[config.mk]
export PLATFORM = sky130hd
export DESIGN_NAME = core_hw_config_regs
export DESIGN_NICKNAME = d
export VERILOG_FILES = /design/src/rtl/clock_out_gen.v /design/src/rtl/core_hw_config_regs.v
export VERILOG_INCLUDE_DIRS = /design/src /design/src/rtl
export SDC_FILE = /design/constraint.sdc
export NUM_CORES = 1
export LEC_CHECK = 0
export ABC_AREA = 0
export BUFFER_PORTS_ARGS = -buffer_cell sky130_fd_sc_hd__buf_2
export CAP_MARGIN = 20
export CORE_UTILIZATION = 43
export DETAILED_ROUTE_END_ITERATION = 6
export GPL_TIMING_DRIVEN = 0
export PLACE_DENSITY = 0.87
export SLEW_MARGIN = 40
export SYNTH_ARGS = -nofsm -noshare
export SYNTH_HDL_FRONTEND = slang
export SYNTH_HIERARCHICAL = 1
export SYNTH_SLANG_ARGS = --single-unit
[constraint.sdc]
create_clock -name clk -period 1.9 [get_ports clk]
set_input_delay 0.19 -clock clk [delete_from_list [all_inputs] [get_ports clk]]
set_output_delay 0.19 -clock clk [all_outputs]
set_load 0.005 [all_outputs]
[src/rtl/core_hw_defines.vh]
// Constants for the core hardware configuration register bank.
// Functional notes
// - During hard reset the clock output carries a pulse per system clock rise.
// - Outside hard reset, select bits 00 off, 01 core/2, 10 core, 11 bus.
// - Seven PLL configuration bits read at bits 0 to 6, read-only.
// - Each PLL configuration bit follows its configuration input.
// - True little-endian enable bit 4 loads from the strap at hard reset release.
// - True little-endian operation only when enable and machine-state bit both set.
// - Bit 5 enables the instruction fetch burst extension.
// - Bit 7 selects four-state coherency when 1, three-state when 0.
// - Bit 8 enables the instruction fetch cancel extension.
// - Bit 9 enables bus interface queue sharing for data cache requests.
`ifndef CORE_HW_DEFINES_VH
`define CORE_HW_DEFINES_VH

// Register byte offsets.
`define OFS_PLL_CONFIG_MIRROR   4'h0
`define OFS_CORE_FEATURE_CONFIG 4'h4
`define OFS_HW_IMPL_REG_ZERO    4'h8

// Field positions of core_feature_config.
`define BIT_TRUE_LE_ENABLE      4
`define BIT_FETCH_BURST         5
`define BIT_FOUR_STATE_COH      7
`define BIT_FETCH_CANCEL        8
`define BIT_QUEUE_SHARING       9

// Field positions of hw_impl_reg_zero.
`define BIT_BUS_CLOCK_SEL       0
`define BIT_CORE_CLOCK_SEL      1

// Width of the PLL configuration field.
`define PLL_CFG_WIDTH           7

// Reset values.
`define RST_FEATURE_BIT         1'b0
`define RST_CLOCK_SEL           1'b0

// Clock output selections, {core_clock_out_select, bus_clock_out_select}.
`define CLKSEL_OFF              2'b00
`define CLKSEL_CORE_DIV2        2'b01
`define CLKSEL_CORE             2'b10
`define CLKSEL_BUS              2'b11

// Bus responses.
`define RESP_OKAY               2'b00
`define RESP_SLVERR             2'b10

`endif
[src/rtl/clock_out_gen.v]
// Clock output source selection, expressed as one tick per rising edge of the chosen clock.
`timescale 1ns/1ps
`include "core_hw_defines.vh"

module clock_out_gen
(
  // Clock and reset.
  input  wire       clk,
  input  wire       arst_n,
  // Controls.
  input  wire       hard_reset_active,
  input  wire [1:0] clock_select,
  input  wire       sysclk,
  // Output.
  output reg        clk_out
);

  // The system clock pin is sampled as a synchronous level, so its rise is a one-cycle tick.
  reg  sysclk_prev;
  reg  half_phase;
  wire bus_tick;

  assign bus_tick = sysclk & ~sysclk_prev;

  always @(posedge clk or negedge arst_n)
  begin
    if (!arst_n)
    begin
      sysclk_prev <= 1'b0;
      half_phase  <= 1'b0;
      clk_out     <= 1'b0;
    end
    else
    begin
      sysclk_prev <= sysclk;
      half_phase  <= ~half_phase;
      if (hard_reset_active)
      begin
        clk_out <= bus_tick;
      end
      else
      begin
        case (clock_select)
          `CLKSEL_OFF:       clk_out <= 1'b0;
          `CLKSEL_CORE_DIV2: clk_out <= half_phase;
          `CLKSEL_CORE:      clk_out <= 1'b1;
          `CLKSEL_BUS:       clk_out <= bus_tick;
          default:           clk_out <= 1'b0;
        endcase
      end
    end
  end

endmodule

[src/rtl/core_hw_config_regs.v]
// Core hardware configuration register bank with an AXI4-Lite slave port.
`timescale 1ns/1ps
`include "core_hw_defines.vh"

module core_hw_config_regs
(
  // Clock and power-on reset.
  input  wire        clk,
  input  wire        arst_n,

  // Hard reset, strap and pin inputs.
  input  wire        hard_reset_n,
  input  wire        tle_strap,
  input  wire [6:0]  pll_cfg,
  input  wire        sysclk,
  input  wire        little_endian_mode_bit,

  // AXI4-Lite write address channel.
  input  wire [3:0]  s_axi_awaddr,
  input  wire [2:0]  s_axi_awprot,
  input  wire        s_axi_awvalid,
  output reg         s_axi_awready,

  // AXI4-Lite write data channel.
  input  wire [31:0] s_axi_wdata,
  input  wire [3:0]  s_axi_wstrb,
  input  wire        s_axi_wvalid,
  output reg         s_axi_wready,

  // AXI4-Lite write response channel.
  output reg  [1:0]  s_axi_bresp,
  output reg         s_axi_bvalid,
  input  wire        s_axi_bready,

  // AXI4-Lite read address channel.
  input  wire [3:0]  s_axi_araddr,
  input  wire [2:0]  s_axi_arprot,
  input  wire        s_axi_arvalid,
  output reg         s_axi_arready,

  // AXI4-Lite read data channel.
  output reg  [31:0] s_axi_rdata,
  output reg  [1:0]  s_axi_rresp,
  output reg         s_axi_rvalid,
  input  wire        s_axi_rready,

  // Core configuration outputs.
  output wire        clk_out,
  output reg         true_le_active,
  output reg         fetch_burst_ext_enable,
  output reg         four_state_coherency_enable,
  output reg         fetch_cancel_ext_enable,
  output reg         bus_queue_sharing_enable
);

  // Stored configuration fields.
  reg         true_le_enable;
  reg         fetch_burst_bit;
  reg         four_state_bit;
  reg         fetch_cancel_bit;
  reg         queue_sharing_bit;
  reg         core_clock_out_select;
  reg         bus_clock_out_select;

  // Captured write request.
  reg  [3:0]  wr_addr;
  reg  [31:0] wr_data;
  reg  [3:0]  wr_strb;

  // Write and read decode.
  wire        wr_fire;
  wire        wr_feature;
  wire        wr_clksel;
  wire        wr_hit;
  wire        wr_feat_lo;
  wire        wr_feat_hi;
  wire        rd_fire;
  reg  [31:0] next_rdata;
  reg  [1:0]  next_rresp;

  // Current register images.
  wire [31:0] pll_config_mirror;
  wire [31:0] core_feature_config;
  wire [31:0] hw_impl_reg_zero;

  wire        hard_reset_active;

  assign hard_reset_active = ~hard_reset_n;

  // The protection attributes are not decoded; every access is treated alike.
  // Both channels held and no response pending: the write is performed now.
  assign wr_fire    = ~s_axi_awready & ~s_axi_wready & ~s_axi_bvalid;
  assign wr_feature = (wr_addr == `OFS_CORE_FEATURE_CONFIG);
  assign wr_clksel  = (wr_addr == `OFS_HW_IMPL_REG_ZERO);
  assign wr_hit     = wr_feature | wr_clksel | (wr_addr == `OFS_PLL_CONFIG_MIRROR);
  // Byte lane 0 carries bits 4, 5 and 7; byte lane 1 carries bits 8 and 9.
  assign wr_feat_lo = wr_fire & wr_feature & wr_strb[0];
  assign wr_feat_hi = wr_fire & wr_feature & wr_strb[1];
  assign rd_fire    = s_axi_arvalid & s_axi_arready;

  // The mirror is combinational from the pins, so a read returns the level at the read edge.
  assign pll_config_mirror = {{(32 - `PLL_CFG_WIDTH){1'b0}}, pll_cfg};

  // Reserved positions read as zero and ignore what is written to them.
  assign core_feature_config = {22'h0,
                                queue_sharing_bit,
                                fetch_cancel_bit,
                                four_state_bit,
                                1'b0,
                                fetch_burst_bit,
                                true_le_enable,
                                4'h0};

  assign hw_impl_reg_zero = {30'h0, core_clock_out_select, bus_clock_out_select};

  // Write address channel; it stays closed from its handshake until the response is taken.
  always @(posedge clk or negedge arst_n)
  begin
    if (!arst_n)
    begin
      s_axi_awready <= 1'b1;
      wr_addr       <= 4'h0;
    end
    else if (s_axi_awvalid && s_axi_awready)
    begin
      wr_addr       <= {s_axi_awaddr[3:2], 2'b00};
      s_axi_awready <= 1'b0;
    end
    else if (s_axi_bvalid && s_axi_bready)
    begin
      s_axi_awready <= 1'b1;
    end
  end

  // Write data channel; it may be taken before, with or after the address.
  always @(posedge clk or negedge arst_n)
  begin
    if (!arst_n)
    begin
      s_axi_wready <= 1'b1;
      wr_data      <= 32'h00000000;
      wr_strb      <= 4'h0;
    end
    else if (s_axi_wvalid && s_axi_wready)
    begin
      wr_data      <= s_axi_wdata;
      wr_strb      <= s_axi_wstrb;
      s_axi_wready <= 1'b0;
    end
    else if (s_axi_bvalid && s_axi_bready)
    begin
      s_axi_wready <= 1'b1;
    end
  end

  // Write response; both halves must be held, so a lone address or data word never writes.
  always @(posedge clk or negedge arst_n)
  begin
    if (!arst_n)
    begin
      s_axi_bvalid <= 1'b0;
      s_axi_bresp  <= `RESP_OKAY;
    end
    else if (wr_fire)
    begin
      s_axi_bvalid <= 1'b1;
      s_axi_bresp  <= wr_hit ? `RESP_OKAY : `RESP_SLVERR;
    end
    else if (s_axi_bvalid && s_axi_bready)
    begin
      s_axi_bvalid <= 1'b0;
    end
  end

  // Feature fields; hard reset wins over any software write in the same cycle.
  always @(posedge clk or negedge arst_n)
  begin
    if (!arst_n)
    begin
      true_le_enable    <= `RST_FEATURE_BIT;
      fetch_burst_bit   <= `RST_FEATURE_BIT;
      four_state_bit    <= `RST_FEATURE_BIT;
      fetch_cancel_bit  <= `RST_FEATURE_BIT;
      queue_sharing_bit <= `RST_FEATURE_BIT;
    end
    else if (hard_reset_active)
    begin
      // Tracking the strap throughout hard reset leaves its last level at release.
      true_le_enable    <= tle_strap;
      fetch_burst_bit   <= `RST_FEATURE_BIT;
      four_state_bit    <= `RST_FEATURE_BIT;
      fetch_cancel_bit  <= `RST_FEATURE_BIT;
      queue_sharing_bit <= `RST_FEATURE_BIT;
    end
    else
    begin
      if (wr_feat_lo)
      begin
        true_le_enable  <= wr_data[`BIT_TRUE_LE_ENABLE];
        fetch_burst_bit <= wr_data[`BIT_FETCH_BURST];
        four_state_bit  <= wr_data[`BIT_FOUR_STATE_COH];
      end
      if (wr_feat_hi)
      begin
        fetch_cancel_bit  <= wr_data[`BIT_FETCH_CANCEL];
        queue_sharing_bit <= wr_data[`BIT_QUEUE_SHARING];
      end
    end
  end

  // Clock output selects; hard reset clears them, so the pin comes back off after release.
  always @(posedge clk or negedge arst_n)
  begin
    if (!arst_n)
    begin
      core_clock_out_select <= `RST_CLOCK_SEL;
      bus_clock_out_select  <= `RST_CLOCK_SEL;
    end
    else if (hard_reset_active)
    begin
      core_clock_out_select <= `RST_CLOCK_SEL;
      bus_clock_out_select  <= `RST_CLOCK_SEL;
    end
    else if (wr_fire && wr_clksel && wr_strb[0])
    begin
      core_clock_out_select <= wr_data[`BIT_CORE_CLOCK_SEL];
      bus_clock_out_select  <= wr_data[`BIT_BUS_CLOCK_SEL];
    end
  end

  // Read decode; the mirror register silently drops writes but answers reads normally.
  always @*
  begin
    next_rdata = 32'h00000000;
    next_rresp = `RESP_OKAY;
    case ({s_axi_araddr[3:2], 2'b00})
      `OFS_PLL_CONFIG_MIRROR:   next_rdata = pll_config_mirror;
      `OFS_CORE_FEATURE_CONFIG: next_rdata = core_feature_config;
      `OFS_HW_IMPL_REG_ZERO:    next_rdata = hw_impl_reg_zero;
      default:                  next_rresp = `RESP_SLVERR;
    endcase
  end

  // One read at a time: the address channel closes until the data is taken.
  always @(posedge clk or negedge arst_n)
  begin
    if (!arst_n)
    begin
      s_axi_arready <= 1'b1;
      s_axi_rvalid  <= 1'b0;
      s_axi_rdata   <= 32'h00000000;
      s_axi_rresp   <= `RESP_OKAY;
    end
    else
    begin
      if (rd_fire)
      begin
        s_axi_arready <= 1'b0;
        s_axi_rvalid  <= 1'b1;
        s_axi_rdata   <= next_rdata;
        s_axi_rresp   <= next_rresp;
      end
      else if (s_axi_rvalid && s_axi_rready)
      begin
        s_axi_rvalid  <= 1'b0;
        s_axi_arready <= 1'b1;
      end
    end
  end

  // Registered copies of the fields for the core; they lag the stored bits by one cycle.
  always @(posedge clk or negedge arst_n)
  begin
    if (!arst_n)
    begin
      true_le_active              <= 1'b0;
      fetch_burst_ext_enable      <= 1'b0;
      four_state_coherency_enable <= 1'b0;
      fetch_cancel_ext_enable     <= 1'b0;
      bus_queue_sharing_enable    <= 1'b0;
    end
    else
    begin
      // The enable alone does nothing, since the modified little-endian mode is not offered.
      true_le_active              <= true_le_enable & little_endian_mode_bit;
      fetch_burst_ext_enable      <= fetch_burst_bit;
      four_state_coherency_enable <= four_state_bit;
      fetch_cancel_ext_enable     <= fetch_cancel_bit;
      bus_queue_sharing_enable    <= queue_sharing_bit;
    end
  end

  // The pin selection lives in its own module so the output stays a single flop.
  clock_out_gen clock_out_gen_i
  (
    .clk               (clk),
    .arst_n            (arst_n),
    .hard_reset_active (hard_reset_active),
    .clock_select      ({core_clock_out_select, bus_clock_out_select}),
    .sysclk            (sysclk),
    .clk_out           (clk_out)
  );

endmodule

## Yosys cells after proc, flatten, opt, wreduce, memory -nomap -nowiden

Index checks and enable logic that the tools add are counted.
Widths: inputs -> output; s select.

| operators by class | value |
|---|---|
| mux-type cells | 28 |
| shift operators | 0 |
| bitwise gates (word level) | 15 |
| add/sub/neg operators | 0 |
| divide/modulo/power cells | 0 |
| multipliers | 0 |
| magnitude comparators | 0 |
| equal/unequal tests | 10 |
| reduce and logical (&&, ||, !) cells | 14 |

Operators by type and width:

| operator | number |
|---|---|
| $pmux 10 s3 | 1 |
| $mux 1 | 24 |
| $and 1x1->1 | 8 |
| $eq 2x2->1 const B | 4 |
| $reduce_bool 2->1 | 4 |
| $eq 2x1->1 const B | 3 |
| $logic_and 1x1->1 | 6 |
| $ne 2x1->1 const B | 3 |
| $not 1->1 | 5 |
| $logic_not 2->1 | 2 |
| $logic_not 4->1 | 1 |
| $mux 2 | 2 |
| $pmux 1 s4 | 1 |
| $reduce_or 3->1 | 1 |
| $or 1x1->1 | 2 |

| storage, ports and cells | value |
|---|---|
| memories | 0 |
| input bits | 68 |
| RAM bits | 0 |
| logic and storage cells | 93 |
| latch bits | 0 |
| output and inout bits | 47 |
| bits in read-only memories | 0 |
| register bits | 70 |

## Depth between registers and ports, before layout

| depth | value |
|---|---|
| depth after elaboration | 7 |
| gate-level depth with buffers | 4 |
| mapped depth without buffers | 3 |

## Hierarchy

The synthesis kept the hierarchy.

Modules (own cells, without submodules):

| module | times used | area each (um^2) | seq. area each (um^2) | cells each |
|---|---|---|---|---|
| core_hw_config_regs | 1 | 1,775.5 | 1,004.7 | 149 |
| clock_out_gen | 1 | 105.1 | 75.1 | 8 |

## Least setup slack after synthesis

No wires, ideal clock.

| timing path | value |
|---|---|
| path kind | reg-to-reg |
| start point | reg s_axi_wready |
| end point | reg bus_clock_out_select |
| buffers on the path | 0 |
| required time | 1,821 ps |
| stages on the path, launching flop included | 4 |
| setup slack | 492 ps |
| period minus slack after synthesis | 1,408 ps |
| setup time | 79 ps |
| data arrival time | 1,329 ps |
| path through | dfstp_2 > or4b_4 > nor3b_4 > mux2i_1 |

| on the way | value |
|---|---|
| word-level cells in the longest chain between the ends | 6 |

RTL lines:

| item | line | source |
|---|---|---|
| start, declared | core_hw_config_regs.v:28 | `output reg s_axi_wready,` |
| start signal, assigned | core_hw_config_regs.v:140 | `s_axi_wready <= 1'b1;` |
| start signal, assigned | core_hw_config_regs.v:148 | `s_axi_wready <= 1'b0;` |
| start signal, assigned | core_hw_config_regs.v:152 | `s_axi_wready <= 1'b1;` |
| $not 1->1 | core_hw_config_regs.v:92 | `assign wr_fire = ~s_axi_awready & ~s_axi_wready & ~s_axi_bvalid;` |
| $and 1x1->1 (2 in a row) | core_hw_config_regs.v:92 |  |
| $logic_and 1x1->1 (2 in a row) | core_hw_config_regs.v:224 | `else if (wr_fire && wr_clksel && wr_strb[0])` |
| $ne 2x1->1 (no source line) | - |  |
| end signal, assigned | core_hw_config_regs.v:217 | `` bus_clock_out_select <= `RST_CLOCK_SEL; `` |
| end signal, assigned | core_hw_config_regs.v:222 | `` bus_clock_out_select <= `RST_CLOCK_SEL; `` |
| end signal, assigned | core_hw_config_regs.v:227 | `` bus_clock_out_select <= wr_data[`BIT_BUS_CLOCK_SEL]; `` |
| end, declared | core_hw_config_regs.v:63 | `reg bus_clock_out_select;` |

No other way between the ends.
A chain may end at the register's enable or synchronous reset.

## Final worst setup path

Same ends and word-level chain as after synthesis.

==> parameters.txt <==
Parameter                              Value

Yosys
  Share of the yosys chip area belonging to registers    0.574
  Summed instance area of the synthesized netlist    1880 um2
  Synth Register Bits    43
  Cells after synthesis    157
  Post-synth cell types    29
  Average cell area after synthesis    12.0 um2
  Syn. warnings    6
  Portion of synthesized cell area occupied by the leading cell type    0.532
  Yosys top cell by area    dfrtp_1
  Area contributors post-synth    dfrtp_1 (53%), buf_4 (9.6%), mux2i_1 (6.9%)

Routing
  Routed via count    1,337
  Iter 0 DRT Violations    42
  Wire length per cell after detailed routing    12.2 um
  First-pass iteration count of the detailed router    4
  Total DRC errors in the routed layout    0
  Number of vias per cell after detailed routing    4.61
  Remaining number of nets flagged by the antenna check after routing    0
  Routed WL    3540 um

Placement
  Routability cong.    0.710
  Half-perimeter wire length after detailed placement    about 2700 um
  Count of input and output buffers    51
  Pre-CTS setup slack    ~0.4 ns

Worst setup path
  Type of element launching the critical path    register
  Crit path required time    2.11 ns
  Maximum net fanout on the critical path    5
  Critical Path End Type    register
  Arrival time reported for the critical path endpoint    1.71 ns
  Critical path class    register to register

Power
  Areal power density over the cells    1130 nW/um2
  Clock network fraction of design power    0.250
  Net Switching    0.000754 W
  Comb power frac    0.243
  Power Internal    around 0.0020 W
  Sequential power share    0.507
  Max VDD drop    0.000728 V
  Leakage power summed over all cells    1.30 nW
  Net Sw Frac    0.278
  Total Power Consumption    0.00271 W

STA
  Total Neg Setup Slack    0 ns
  Remaining max-slew budget at the tightest pin    0.642
  Worst setup skew after layout    0.00751 ns
  Top achievable clock speed    roughly 670 MHz
  Count of endpoints failing setup in the final report    0
  RSZ-0062 raised after global routing    false
  Setup slack of the critical path after layout    0.404 ns
  Worst slew pin tran    ~0.54 ns
  Slew Viols, Final    0
  Minimum clock period    1.50 ns
  Number of hold violations in the final report    0
  Period Utilization, post-route    0.787

CTS
  Sinks on the clock net    43
  Clock latency on the worst-skew pair    0.29 ns
  Buffers from clock root to sink, at most    2
  Cts bufs inserted    5
  Clock-pin slew of the registers on the worst-case setup and hold paths    around 0.08 ns
  Post-CTS sizing    0
  Clock Root Buffer    clkbuf_8
  TritonCTS clock tree    yes
  Count of H-tree levels built during CTS    2

Global route
  Global route overflow    0
  Vias in the first global route    1,261
  Total routing usage reported by global routing    0.164
  Global-route wire length before repair    5440 um
  Maximum number of pins on one net before global-route repair    44
  Initial antenna violation count    0

Floorplan
  X dimension of the die    68.1 um
  Core region area    4090 um2
  I/O pin count    roughly 120
  Die ar.    4640 um2
  Initial core utilization    0.460
  DIE HEIGHT    68.1 um
  Placement Rows    23

Layout
  Area delta synth->final    27.8%
  Most frequent standard cell in the layout excluding fill and tap cells    buf_2
  N_diodes    0
  Total number of nets in the final design    307
  Total of fill cells in the finished design    364
  Ratio of cells with drive above 1 in the final layout    0.408
  Most frequent cells in the layout    buf_2 (50), dfrtp_1 (40), buf_4 (25), conb_1 (24), nand2_1 (23)

Status
  Status    finished clean

Job
  Maximum Capacitance Violations    0

Hold path
  Min-delay worst type    primary input to register
[cell families after synthesis]
logic type / synth area share
muxes: 0.135
buffers and inverters: 0.114
and+or+nand+nor: 0.102
other: 0.00199
DFF: 0.574
AOI/OAI and AO/OA: 0.0725
[power by group through the flow]
| stage | Clock [W] | Combinational [W] | Sequential, W |
|---|---|---|---|
| 3_5_place_dp | 0 | 0.000666 | 0.00139 |
| 4_1_cts | 0.000706 | 0.000669 | 0.00137 |
| 3_3_place_gp | 0 | 0.000634 | 0.00137 |
| 6_report | 0.000678 | 0.000658 | 0.00137 |
| 5_1_grt | 0.000740 | 0.000742 | 0.00141 |
| 2_1_floorplan | 0 | 0.000428 | 0.00136 |
[flip-flops by register name, indices dropped and copies added (netlist names), 2 cells and up]
register	cells
s_axi_rdata	10
wr_addr	2
wr_data	7
wr_strb	2
[stage by stage]
stage | utilization | hold WS, ns | instances | instance area, um2
after detailed placement | 0.560 | 0.206 | 281 | 2290
after floorplan | - | -0.106 | 180 | 1970
after global routing | 0.588 | 0.00858 | 290 | 2400
final | 0.588 | 0.0228 | 290 | 2400
after global placement | 0.559 | 0.318 | 281 | 2280
after CTS | 0.588 | 0.00738 | 290 | 2400
[critical path, cell delays in order (launching register included)]
cell	delay, ns
dfstp_2	0.40
or4b_4	0.56
nor3b_4	0.24
mux2i_1	0.21
[routing by layer]
metal	vias to the layer above	global-route usage	share of wire
met2	54	0.293	0.51
li1	650	-	-
met5	-	0	0
met4	0	0.0703	0.018
met1	625	0.173	0.39
met3	8	0.0583	0.082
[path summary, 6_finish.rpt]
| path | start | end | slack, ns | cells past startpoint |
|---|---|---|---|---|
| max | s_axi_wready | bus_clock_out_select | 0.40 | 3 |
| min | sysclk | clock_out_gen_i/sysclk_prev | 0.02 | 1 |
| max reg2reg | s_axi_wready | bus_clock_out_select | 0.40 | 3 |
| min reg2reg | fetch_cancel_bit | fetch_cancel_ext_enable | 0.42 | 0 |
| max in group asynchronous | arst_n | s_axi_wready | 1.10 | 2 |
| min in group asynchronous | arst_n | s_axi_rdata[2] | 0.43 | 2 |
[synthesized netlist by cell type (all sizes together)]
master,number
conb,1
or4b,1
nor3b,2
o21ai,4
dfrtp,40
mux2,11
and3,1
a21oi,1
nand2,23
dfstp,3
a22o,6
o31ai,4
nor2,1
clkbuf,4
a211oi,1
nand2b,2
a31oi,1
nor3,2
buf,24
nor2b,1
nand4,1
a21o,2
and2,1
nand3,2
inv,5
mux2i,13
[cell type report]
type,count,area [um2],area share
Tap cell,50,62.6,0.0260
Sequential cell,43,1080,0.449
Buffer,28,195,0.0812
Timing Repair Buffer,52,268,0.111
Clock buffer,7,76.3,0.0318
Multi-Input combinational cell,104,673,0.280
Clock inverter,1,30.0,0.0125
Inverter,5,18.8,0.00781
[repair_timing]
item                      in CTS  in global routing
hold buffers                   1                  0
buffers inserted               0                  0
hold endpoints to repair      40                  0
Power figures use the tool's default switching activity.
